`src/sld_pkg.sv`:
```
// constants and types for the serial line discipline
package sld_pkg;

  localparam logic [7:0] CH_BS       = 8'h08;
  localparam logic [7:0] CH_LF       = 8'h0a;
  localparam logic [7:0] CH_CR       = 8'h0d;
  localparam logic [7:0] CH_XON      = 8'h11;
  localparam logic [7:0] CH_XOFF     = 8'h13;
  localparam logic [7:0] CH_CAN      = 8'h18;
  localparam logic [7:0] CH_ESC      = 8'h1b;
  localparam logic [7:0] CH_CTRL_MAX = 8'h1f;
  localparam logic [7:0] CH_SP       = 8'h20;
  localparam logic [7:0] CH_GT       = 8'h3e;

  localparam int LINE_DEPTH = 64;
  localparam int FIFO_DEPTH = 4;

  // identification text is arbitrary, ends in CR LF
  localparam int            ID_LEN = 10;
  localparam logic [79:0]   ID_STR = {64'h534c_442d_3030_3031, CH_CR, CH_LF};

  localparam logic ECHO_RST   = 1'b1;
  localparam logic PROMPT_RST = 1'b0;
  localparam logic XON_RST    = 1'b0;

  localparam logic [1:0] TERM_NONE = 2'h0;
  localparam logic [1:0] TERM_CR   = 2'h1;
  localparam logic [1:0] TERM_LF   = 2'h2;

  typedef enum logic [1:0] {
    SLD_ID,
    SLD_IDLE,
    SLD_PARSE
  } sld_state_e;

endpackage

```
`src/sld_top.sv`:
```
// serial line discipline: receive fifo, line buffer, control codes, answers
`timescale 1ns/100ps

module sld_fifo #(
  parameter int WIDTH = 8,
  parameter int DEPTH = 4
) (
  input  wire logic             clk_sys,
  input  wire logic             rst,
  input  wire logic             in_valid,
  input  wire logic [WIDTH-1:0] in_data,
  output logic                  in_ready,
  output logic                  out_valid,
  output logic      [WIDTH-1:0] out_data,
  input  wire logic             out_ready
);
  localparam int AW = (DEPTH > 1) ? $clog2(DEPTH) : 1;

  typedef struct packed {
    logic [AW-1:0] wp;
    logic [AW-1:0] rp;
    logic [AW:0]   cnt;
  } sld_fifo_s;

  sld_fifo_s        f_q;
  sld_fifo_s        f_d;
  logic [WIDTH-1:0] mem [DEPTH];
  logic             push;
  logic             pop;

  assign in_ready  = (f_q.cnt != (AW+1)'(DEPTH));
  assign out_valid = (f_q.cnt != '0);
  assign out_data  = mem[f_q.rp];
  assign push      = in_valid && in_ready;
  assign pop       = out_valid && out_ready;

  always_comb begin
    f_d = f_q;
    if (push) begin
      f_d.wp = (f_q.wp == AW'(DEPTH-1)) ? '0 : f_q.wp + 1'b1;
    end
    if (pop) begin
      f_d.rp = (f_q.rp == AW'(DEPTH-1)) ? '0 : f_q.rp + 1'b1;
    end
    f_d.cnt = f_q.cnt + (AW+1)'(push) - (AW+1)'(pop);
  end

  always_ff @(posedge clk_sys) begin
    if (rst) begin
      f_q <= '0;
    end else begin
      f_q <= f_d;
    end
  end

  always_ff @(posedge clk_sys) begin
    if (push) begin
      mem[f_q.wp] <= in_data;
    end
  end
endmodule

module sld_top
  import sld_pkg::*;
#(
  parameter int LINE_DEPTH_P = sld_pkg::LINE_DEPTH,
  parameter int FIFO_DEPTH_P = sld_pkg::FIFO_DEPTH
) (
  input  wire logic                              clk_sys,
  input  wire logic                              rst,
  input  wire logic                              rx_valid,
  input  wire logic [7:0]                        rx_data,
  output logic                                   rx_ready,
  output logic                                   tx_valid,
  output logic [7:0]                             tx_data,
  input  wire logic                              tx_ready,
  input  wire logic                              mode_wr,
  input  wire logic                              mode_echo,
  input  wire logic                              mode_prompt,
  input  wire logic                              mode_xon,
  output logic                                   echo_on,
  output logic                                   prompt_on,
  output logic                                   xon_on,
  output logic                                   cmd_start,
  output logic [$clog2(LINE_DEPTH_P):0]          cmd_len,
  input  wire logic [$clog2(LINE_DEPTH_P)-1:0]   cmd_rd_addr,
  output logic [7:0]                             cmd_rd_data,
  input  wire logic                              cmd_done,
  output logic                                   out_clear
);
  import sld_pkg::*;

  localparam int LAW = $clog2(LINE_DEPTH_P);

  typedef struct packed {
    sld_state_e  state;
    logic [31:0] seq;
    logic [2:0]  seq_n;
    logic [LAW:0] len;
    logic [3:0]  id_idx;
    logic        pend_esc;
    logic        pend_can;
    logic [1:0]  last_term;
    logic        done;
    logic        echo;
    logic        prompt;
    logic        xon;
    logic        start;
    logic        clr;
  } sld_line_s;

  sld_line_s  s_q;
  sld_line_s  s_d;
  logic [7:0] line_mem [LINE_DEPTH_P];
  logic [7:0] rd_q;
  logic       f_valid;
  logic [7:0] ch;
  logic       pop;
  logic       wr_en;
  logic       tx_fire;
  logic       is_cr;
  logic       is_lf;
  logic       is_term;
  logic [1:0] kind;
  logic       is_ctrl;
  logic       pair_second;
  logic       line_full;

  // depth of four rides out one answer burst; the engine stalls while it sends
  sld_fifo #(
    .WIDTH (8),
    .DEPTH (FIFO_DEPTH_P)
  ) u_rx_fifo (
    .clk_sys   (clk_sys),
    .rst       (rst),
    .in_valid  (rx_valid),
    .in_data   (rx_data),
    .in_ready  (rx_ready),
    .out_valid (f_valid),
    .out_data  (ch),
    .out_ready (pop)
  );

  assign tx_valid    = (s_q.seq_n != 3'h0);
  assign tx_data     = s_q.seq[7:0];
  assign tx_fire     = tx_valid && tx_ready;
  assign echo_on     = s_q.echo;
  assign prompt_on   = s_q.prompt;
  assign xon_on      = s_q.xon;
  assign cmd_start   = s_q.start;
  assign cmd_len     = s_q.len;
  assign cmd_rd_data = rd_q;
  assign out_clear   = s_q.clr;

  assign is_cr       = (ch == CH_CR);
  assign is_lf       = (ch == CH_LF);
  assign is_term     = is_cr || is_lf;
  assign kind        = is_cr ? TERM_CR : TERM_LF;
  assign is_ctrl     = (ch <= CH_CTRL_MAX);
  assign pair_second = (s_q.last_term != TERM_NONE) && (s_q.last_term != kind);
  assign line_full   = (s_q.len == (LAW+1)'(LINE_DEPTH_P));
  // input is only consumed when no answer is still going out
  assign pop         = (s_q.state == SLD_IDLE) && (s_q.seq_n == 3'h0) && f_valid;
  // a pending escape or cancel only matters for LF, so printable input is stored as counted
  assign wr_en       = pop && !is_ctrl && !line_full;

  always_comb begin
    s_d       = s_q;
    s_d.start = 1'b0;
    s_d.clr   = 1'b0;
    if (tx_fire) begin
      s_d.seq   = {8'h00, s_q.seq[31:8]};
      s_d.seq_n = s_q.seq_n - 3'h1;
    end
    if (mode_wr) begin
      s_d.echo   = mode_echo;
      s_d.prompt = mode_prompt;
      s_d.xon    = mode_xon;
    end
    unique case (s_q.state)
      SLD_ID: begin
        if (s_q.seq_n == 3'h0) begin
          if (s_q.id_idx == 4'(ID_LEN)) begin
            s_d.state = SLD_IDLE;
          end else begin
            s_d.seq    = {24'h0, ID_STR[8*(ID_LEN-1-int'(s_q.id_idx)) +: 8]};
            s_d.seq_n  = 3'h1;
            s_d.id_idx = s_q.id_idx + 4'h1;
          end
        end
      end
      SLD_IDLE: begin
        if (pop) begin
          if ((s_q.pend_esc || s_q.pend_can) && is_lf) begin
            // escape or cancel confirmed by LF
            s_d.pend_esc  = 1'b0;
            s_d.pend_can  = 1'b0;
            s_d.last_term = TERM_NONE;
            // clear input line, answer CR LF
            s_d.len   = '0;
            s_d.seq   = {16'h0, CH_LF, CH_CR};
            s_d.seq_n = 3'h2;
            // cancel also clears the output side
            s_d.clr   = s_q.pend_can;
          end else begin
            s_d.pend_esc = 1'b0;
            s_d.pend_can = 1'b0;
            if (is_term) begin
              if (pair_second) begin
                // second of a CR LF pair is swallowed
                s_d.last_term = TERM_NONE;
              end else begin
                s_d.last_term = kind;
                if (s_q.xon) begin
                  s_d.seq   = s_q.echo ? {16'h0, CH_CR, CH_XOFF} : {24'h0, CH_XOFF};
                  s_d.seq_n = s_q.echo ? 3'h2 : 3'h1;
                end else if (s_q.echo) begin
                  s_d.seq   = {24'h0, ch};
                  s_d.seq_n = 3'h1;
                end
                s_d.start = 1'b1;
                s_d.done  = 1'b0;
                s_d.state = SLD_PARSE;
              end
            end else begin
              s_d.last_term = TERM_NONE;
              if (ch == CH_BS) begin
                if (s_q.len != '0) begin
                  s_d.len = s_q.len - 1'b1;
                end
                if (s_q.echo) begin
                  s_d.seq   = {8'h0, CH_BS, CH_SP, CH_BS};
                  s_d.seq_n = 3'h3;
                end
              end else if (ch == CH_ESC) begin
                s_d.pend_esc = 1'b1;
              end else if (ch == CH_CAN) begin
                s_d.pend_can = 1'b1;
              end else if (!is_ctrl) begin
                // echo printable input; a full line drops it unechoed
                if (!line_full) begin
                  s_d.len = s_q.len + 1'b1;
                  if (s_q.echo) begin
                    s_d.seq   = {24'h0, ch};
                    s_d.seq_n = 3'h1;
                  end
                end
              end
              // any other control code is dropped
            end
          end
        end
      end
      SLD_PARSE: begin
        if (cmd_done) begin
          s_d.done = 1'b1;
        end
        if ((cmd_done || s_q.done) && s_q.seq_n == 3'h0) begin
          s_d.state = SLD_IDLE;
          s_d.done  = 1'b0;
          s_d.len   = '0;
          if (s_q.prompt) begin
            s_d.seq   = {8'h0, CH_GT, CH_LF, CH_CR};
            s_d.seq_n = 3'h3;
          end else if (s_q.echo && s_q.xon) begin
            // CR LF completion, then XON to resume the host
            s_d.seq   = {8'h0, CH_XON, CH_LF, CH_CR};
            s_d.seq_n = 3'h3;
          end else if (s_q.echo) begin
            s_d.seq   = {24'h0, CH_LF};
            s_d.seq_n = 3'h1;
          end else begin
            s_d.seq   = {24'h0, CH_XON};
            s_d.seq_n = 3'h1;
          end
        end
      end
    endcase
  end

  always_ff @(posedge clk_sys) begin
    if (rst) begin
      s_q        <= '0;
      s_q.state  <= SLD_ID;
      s_q.echo   <= ECHO_RST;
      s_q.prompt <= PROMPT_RST;
      s_q.xon    <= XON_RST;
    end else begin
      s_q <= s_d;
    end
  end

  always_ff @(posedge clk_sys) begin
    if (wr_en) begin
      line_mem[s_q.len[LAW-1:0]] <= ch;
    end
    rd_q <= line_mem[cmd_rd_addr];
  end

  start_cause_a: assert property (
    @(posedge clk_sys) disable iff (rst)
    $rose(cmd_start) |-> $past(pop && is_term && !pair_second)
  ) else $error("parse started without a terminator");

  id_first_a: assert property (
    @(posedge clk_sys) disable iff (rst)
    $fell(rst) |-> ##[1:3] (tx_valid && tx_data == ID_STR[79:72])
  ) else $error("identification not sent after reset");

  ctrl_drop_a: assert property (
    @(posedge clk_sys) disable iff (rst)
    (pop && is_ctrl && !is_term && ch != CH_BS && ch != CH_ESC && ch != CH_CAN
     && !s_q.pend_esc && !s_q.pend_can)
    |=> (s_q.seq_n == 3'h0 && s_q.len == $past(s_q.len) && !cmd_start)
  ) else $error("stray control code acted on");

  bs_del_a: assert property (
    @(posedge clk_sys) disable iff (rst)
    (pop && ch == CH_BS && !s_q.pend_esc && !s_q.pend_can && s_q.len != '0)
    |=> (s_q.len == $past(s_q.len) - 1'b1)
  ) else $error("backspace did not delete");

  bs_echo_a: assert property (
    @(posedge clk_sys) disable iff (rst)
    (pop && ch == CH_BS && !s_q.pend_esc && !s_q.pend_can && s_q.echo)
    |=> (s_q.seq_n == 3'h3 && s_q.seq[23:0] == {CH_BS, CH_SP, CH_BS})
  ) else $error("backspace echo wrong");

  esc_clear_a: assert property (
    @(posedge clk_sys) disable iff (rst)
    (pop && s_q.pend_esc && is_lf)
    |=> (s_q.len == '0 && s_q.seq_n == 3'h2 && s_q.seq[15:0] == {CH_LF, CH_CR} && !out_clear)
  ) else $error("escape did not clear line");

  can_clear_a: assert property (
    @(posedge clk_sys) disable iff (rst)
    (pop && s_q.pend_can && is_lf) |=> (out_clear && s_q.len == '0) ##1 !out_clear
  ) else $error("cancel did not clear buffers");

  echo_char_a: assert property (
    @(posedge clk_sys) disable iff (rst)
    (pop && !is_ctrl && !s_q.pend_esc && !s_q.pend_can && s_q.echo && !line_full)
    |=> (s_q.seq_n == 3'h1 && tx_data == $past(ch))
  ) else $error("character not echoed");

  pair_drop_a: assert property (
    @(posedge clk_sys) disable iff (rst)
    (pop && is_term && pair_second && !s_q.pend_esc && !s_q.pend_can)
    |=> (s_q.seq_n == 3'h0 && !cmd_start)
  ) else $error("second terminator of a pair echoed");

  xoff_term_a: assert property (
    @(posedge clk_sys) disable iff (rst)
    (pop && is_term && !pair_second && s_q.xon && !s_q.pend_esc && !s_q.pend_can)
    |=> (tx_data == CH_XOFF && s_q.seq_n == ($past(s_q.echo) ? 3'h2 : 3'h1))
  ) else $error("terminator not answered with XOFF");

  prompt_seq_a: assert property (
    @(posedge clk_sys) disable iff (rst)
    (s_q.state == SLD_PARSE && s_q.seq_n == 3'h0 && (cmd_done || s_q.done) && s_q.prompt)
    |=> (s_q.seq_n == 3'h3 && s_q.seq[23:0] == {CH_GT, CH_LF, CH_CR})
  ) else $error("prompt sequence wrong");

  post_plain_a: assert property (
    @(posedge clk_sys) disable iff (rst)
    (s_q.state == SLD_PARSE && s_q.seq_n == 3'h0 && (cmd_done || s_q.done)
     && !s_q.prompt && !s_q.xon)
    |=> (s_q.seq_n == 3'h1 && tx_data == ($past(s_q.echo) ? CH_LF : CH_XON))
  ) else $error("completion answer wrong");
endmodule

```
`config.mk`:
```
export PLATFORM = sky130hd
export DESIGN_NAME = sld_top
export DESIGN_NICKNAME = d
export VERILOG_FILES = /design/src/sld_pkg.sv /design/src/sld_top.sv
export SDC_FILE = /design/constraint.sdc
export NUM_CORES = 1
export LEC_CHECK = 0
export BUFFER_PORTS_ARGS = -buffer_cell sky130_fd_sc_hd__buf_2
export CORE_MARGIN = 2
export CORE_UTILIZATION = 56
export DETAILED_ROUTE_END_ITERATION = 8
export PLACE_DENSITY_LB_ADDON = 0.1
export RECOVER_POWER = 25
export SETUP_SLACK_MARGIN = 0.2
export SLEW_MARGIN = 20
export SYNTH_ARGS = -nofsm -noshare
export SYNTH_HDL_FRONTEND = slang
export SYNTH_SLANG_ARGS = --single-unit
```
`constraint.sdc`:
```
create_clock -name clk_sys -period 3.4 [get_ports clk_sys]
set_input_delay 0.68 -clock clk_sys [delete_from_list [all_inputs] [get_ports clk_sys]]
set_output_delay 0.68 -clock clk_sys [all_outputs]
set_load 0.02 [all_outputs]
```
# Yosys cells after proc, flatten, opt, wreduce, memory -nomap -nowiden
# Memories as Yosys holds them, arrays and structs flattened. A register that Yosys moved wholly into a read port is not among the register bits.
# Cells that the tools add are included.
# word_totals
out_inout_bits	30
register_bits	65
n_memories	2
input_bits	23
ram_bits	544
# memory_table
memory	words	word_bits	rd	rd_ports_with_merged_regs	write_ports	line	text
line_mem	64	8	1	1	1	sld_top.sv:114	logic [7:0] line_mem [LINE_DEPTH_P];
u_rx_fifo.mem	4	8	1	1	1	sld_top.sv:27	logic [WIDTH-1:0] mem [DEPTH];
# op_classes
add_sub_neg	9
n_lt_le_gt_ge	1
shifts	1
reduce_logical	30
n_bitwise	5
n_eq_ne	27
n_mux	53
# op_table
cell	count
two-way mux 35 bit	8
two-way mux 42 bit	6
case mux 37 bit (3 select lines)	1
two-way mux 44 bit	2
indexed part select 80 x 8 -> 8 bit (first input constant)	1
two-way mux 37 bit	2
two-way mux 2 bit	13
== test 8 x 4 -> 1 bit (second input constant)	3
== test 8 x 5 -> 1 bit (second input constant)	2
two-way mux 1 bit	14
two-way mux 7 bit	2
inequality test 2 bit (second input constant)	7
case mux 7 bit (2 select lines)	1
two-way mux 12 bit	1
logical AND 1 bit	11
AND reduction 9 bit	1
<= comparator 8 x 5 -> 1 bit (second input constant)	1
two-way mux 8 bit	1
inequality test 4 x 2 -> 1 bit (second input constant)	2
inequality test 4 bit (second input constant)	2
adder 7 x 1 -> 7 bit (second input constant)	1
== test 7 bit (second input constant)	1
AND reduction 7 bit	1
nonzero test 7 bit	1
other kinds (28)	41

# Depth between registers and ports, before layout
# logic_depth
word_depth	13
ltp_mapped	13
depth_no_buf	13

# Cells and area by module
# From an unflattened synthesis, not the netlist that was laid out.
# unflattened
hier_cells	1527
hier_area_um2	25470.7
# by_module_without_submodules
mod	area_per_inst_um2	cells_per_inst	instances
sld_top	23837.9	1436	1
sld_fifo	1632.8	91	1

# Worst setup path after synthesis
# OpenSTA, ideal clock, no wires.
# synth_timing
path_type	input to register
from	input port cmd_rd_addr[0]
to	register rd_q[0] (netlist: cmd_rd_data[0]) (read register of line_mem)
stages	5
setup_time_ns	0.134
slack_ns	0.082
required_time_ns	3.266
arrival_time_ns	3.184
path_cell_list	clkbuf_1 buf_1 mux4_2 mux4_2 mux4_2
# synth_lines
element	line	text
start, declared	sld_top.sv:86	input wire logic [$clog2(LINE_DEPTH_P)-1:0] cmd_rd_addr,
end, declared	sld_top.sv:115	logic [7:0] rd_q;

# Final worst setup path
# layout_timing
from	register s_q[21] (netlist name)
to	register u_rx_fifo.f_q[2] (netlist name)
# layout_between
elab_chain_cells	5
# layout_rtl
element	line	text
start, declared	sld_top.sv:112	sld_line_s s_q;
logical NOT 3 bit	sld_top.sv:163	assign pop = (s_q.state == SLD_IDLE) && (s_q.seq_n == 3'h0) && f_valid;
logical AND 1 bit (2 in a row)	sld_top.sv:163	
logical AND 1 bit	sld_top.sv:35	assign pop = out_valid && out_ready;
via u_rx_fifo.pop	sld_top.sv:29	logic pop;
subtractor 3 x 1 -> 3 bit	sld_top.sv:45	f_d.cnt = f_q.cnt + (AW+1)'(push) - (AW+1)'(pop);
end signal, assigned	sld_top.sv:50	f_q <= '0;
end signal, assigned	sld_top.sv:52	f_q <= f_d;
end, declared	sld_top.sv:25	sld_fifo_s f_q;
# The timed path passes the listed nets, and every way through them passes these cells.
# A chain may end at the register's enable or synchronous reset.

==> impl_results.md <==
- Clk slew on worst S/H paths: about 0.060 ns
- Sequential share of power: around half
- Slew Viols, Final: between 70 and 80
- Hold Path Class: in2reg
- Count leader, synth: edfxtp_1
- Hold path depth: 3
- Post-synth ARST share: 0%
- Clk pwr share: 38.1%
- Avg Cell Area, Syn: between 15 and 20 um^2
- Footprint of the multi-input gates: roughly 7800 um^2
- Overall power: about 0.017 W
- TritonCTS buffer count: 60
- IO Pins: 53
- Detailed Route WL: between 60 and 70 mm
- Crit-path slowest cell: clkinv_1
- Area leader, netlist: edfxtp_1
- Post-route DRC: 0
- CP cell instances: inv_1 -> ha_1 -> nor2b_1 -> nand3_1 -> clkinv_1 -> ha_1 -> inv_1 -> ha_1 -> inv_1 -> fa_1 -> xor2_1 -> xnor2_1 -> nor2_1
- Clock tree buffer depth: 3
- CP Buf/Inv Count: 4
- Diodes inserted: 0
- CP delay by family, top: adder cells
- Worst VDD drop: approximately 0.44 mV
- Initial antenna violation count: 1
- Seq/Total Area, Yosys: between 60% and 70%
- Violated checks: max-capacitance violations, max-slew violations
- Largest stage delay on the critical path: roughly 0.45 ns
- Post-synth top cells: edfxtp_1 (544), mux4_2 (176), nor2_1 (127)
- Ranking of synthesized cells by area: edfxtp_1 (63%), mux4_2 (15%), dfxtp_1 (5.8%)
- MaxCap Viol Count: 2
- Minimum clock period: about 3.1 ns
- EDFF count, synth: between 500 and 600
- Critical-path maximum fanout: 10
- Layout filler cell count: roughly 3,300
- Vias in the first global route: between 10,000 and 15,000
- TritonCTS clock tree: yes
- Lkg Pwr: between 9 and 10 nW
- Skew final: ~0.021 ns
- Peak Freq: 0.319 GHz
- FF-to-FF End: u_rx_fifo.f_q[2]$_SDFF_PP0_
- Die ar.: between 40,000 and 50,000 um^2
- Area of the core: between 40,000 and 50,000 um^2
- Die H: ~220 um
- H-tree depth: 2
- Endpoint, Worst Hold: echo_on$_SDFFE_PP1P_
- Die width: ~220 um
- Iteration-0 DRC Markers: 1,462
- Worst-skew pair later-pin latency: between 0.6 and 0.7 ns
- Run status: finished with violations
- Routed vias: roughly 14,000
- Final Cycle Share: between 90 and 100%
- Reg2Reg Depth: 13
- Register-to-register setup slack: 0.27 ns
- Slew headroom: -17.2%
- Largest net degree at the start of global routing: 66
- Hold_buf cts: 0
- #FFs+latches synth: just over 600
- RSZ-0062 raised after global routing: true
- PortBufs: 52
- FF/Latch Area: between 15,000 and 20,000 um^2
- Placed insts: 2,126
- Final-stage net count: 1,637
- Internal: between 0.01 and 0.015 W
- P&R area growth vs syn: 13.5%
- Clk root buf: clkbuf_16
- Setup crit end kind: register
- Critical path launch point type: register
- Gr ovfl total: 0
- GPL Wtd Cong: about 0.94
- Ys flop type: edfxtp_1
- Global-route wire length before repair: roughly 91 mm
- Share of the synthesized area in the top cell type: 63.1%
- Comb pwr share: 11.7%
- Sum Neg Setup Slack: 0 ns
- CTS sink cnt: between 600 and 700
- Row Count: between 70 and 80
- Final Non-Filler Cells: between 2,000 and 2,500
- Ys Warns: 0
- Vias per inst: ~6.4
- WS Path Type: reg2reg
- Min-Delay Startpoint: mode_echo
- Net Sw Power: about 0.0042 W
- R2R Path Start: s_q[21]$_SDFF_PP0_
- Post-synth net total: around 1,500
- Hpwl dp: around 40 mm
- Worst slew pin tran: ~1.8 ns
- Final setup violation count: 0
- Initial Util: between 50% and 60%
- Netlist area before placement: roughly 26,000 um^2
- Post-DRT Antenna Nets: 0
- CP Launch Point: s_q[21]$_SDFF_PP0_
- DR pass1 iterations: 7
- Layout cell share with drive strength beyond 1: between 20 and 30%
- Final Hold Fails: 0
- Mapped Cells: roughly 1,500
- Synth unique cells: 83
- Global Route Usage Sum: between 20% and 30%
- Sw Ratio: 24.2%
- Pwr Density: ~590 nW/um^2
- Req. time, crit path: roughly 3.8 ns
- Avg WL per Cell: 27.1 um
- Arr. time, crit path: approximately 3.6 ns
## power by group through the flow
stage               Combinational [W]  Sequential [W]  Clock (W)
finish                        0.00202         0.00873    0.00660
global route                  0.00217         0.00874    0.00699
CTS                           0.00202         0.00872    0.00670
detailed placement            0.00201         0.00888          0
global placement              0.00198         0.00888          0
floorplan                     0.00131         0.00886          0
## stage by stage
step                setup slack [ns]  hold slack [ns]  instance area (um^2)  utilization (%)
floorplan                      0.304            0.422                 25900                -
global placement              0.0994            0.436                 27200             59.8
detailed placement            0.0408            0.446                 27200             59.8
CTS                            0.163            0.226                 29200             64.2
global route                  0.0669            0.301                 29400             64.6
finish                         0.270            0.292                 29400             64.6
## worst max-delay path by stage
stage                                              to  depth (start not counted)
after floorplan                 tx_data[0]$_SDFF_PP0_                          8
after global placement      line_mem[17][5]$_DFFE_PP_                          7
after detailed placement    line_mem[21][4]$_DFFE_PP_                          7
after CTS                   line_mem[23][5]$_DFFE_PP_                          7
after global routing      u_rx_fifo.f_q[2]$_SDFF_PP0_                         11
final                     u_rx_fifo.f_q[2]$_SDFF_PP0_                         13
## registers in the layout (all words and copies together), names as in the netlist, named ones only
signal,count
u_rx_fifo.f_q,7
cmd_rd_data,8
s_q,38
out_clear,1
u_rx_fifo.mem,32
xon_on,1
cmd_len,7
prompt_on,1
cmd_start,1
line_mem,512
echo_on,1
tx_data,8
## cell families (layout without fill, tap and decap cells)
group | after synthesis | after routing | synth area share (%)
AND/OR/NAND/NOR | 311 | 311 | 5.90
AO/OA/AOI/OAI | 199 | 199 | 5.27
flip-flops | 619 | 619 | 68.9
multiplexers | 208 | 208 | 16.6
buffers and inverters | 130 | 274 | 2.18
XOR/XNOR | 7 | 7 | 0.237
adder cells (fa/ha/maj) | 20 | 20 | 0.995
## cell usage in the layout (no fill, tap or decap), types with 6 or more instances in the layout
| cell | n |
|---|---|
| edfxtp_1 | 544 |
| mux4_2 | 176 |
| dfxtp_1 | 75 |
| buf_4 | 73 |
| nor2_1 | 64 |
| clkbuf_16 | 63 |
| nand2_1 | 53 |
| nor2_2 | 52 |
| a21oi_1 | 52 |
| nand3_1 | 35 |
| o21ai_0 | 32 |
| buf_2 | 32 |
| clkbuf_1 | 31 |
| mux2i_1 | 28 |
| inv_1 | 27 |
| nor3_1 | 20 |
| ha_1 | 19 |
| clkinv_1 | 16 |
| or3_1 | 13 |
| nor2_4 | 11 |
| a211oi_1 | 10 |
| clkinv_2 | 10 |
| a22oi_1 | 9 |
| o221ai_1 | 9 |
| and2_1 | 8 |
| buf_12 | 8 |
| o21ai_1 | 7 |
| nand4_1 | 7 |
| o211ai_1 | 7 |
| nor2b_1 | 6 |
| a31oi_1 | 6 |
| bufinv_16 | 6 |
## repair_timing
item | in CTS | in global routing
endpoints found under the setup margin | 160 | 511
buffers inserted | 0 | 6
pin swaps | 0 | 2
gates cloned | 0 | 0
hold endpoints to repair | 0 | 0
gates resized for setup | 18 | 69
## worst reg2reg max path: cells and delay by family, from the launching register on
kind                       cells  cell delay (ns)
xor gates and xnor gates       2             0.30
adders and majority gates      4             1.17
buffers and inverters          4             0.63
DFF                            1             0.35
and+or+nand+nor                3             0.49
## metal layers
metal / global-route usage, % / up-vias / part of all wire, %
li1: - / 6250 / -
met1: 37.8 / 7487 / 42
met2: 40.4 / 582 / 47
met3: 5.52 / 101 / 7.8
met4: 7.21 / 0 / 2.5
met5: 0 / - / 0
## final cells by class
cell class	instances	share of cell area, %
inverters	28	0.358
flip-flops and latches	619	60.7
clock buffers	71	5.50
multi-input cells	745	26.4
well taps	600	2.55
repair buffers	140	3.38
clock inverters	35	1.15
No activity file was read; power rests on OpenSTA's default activity.
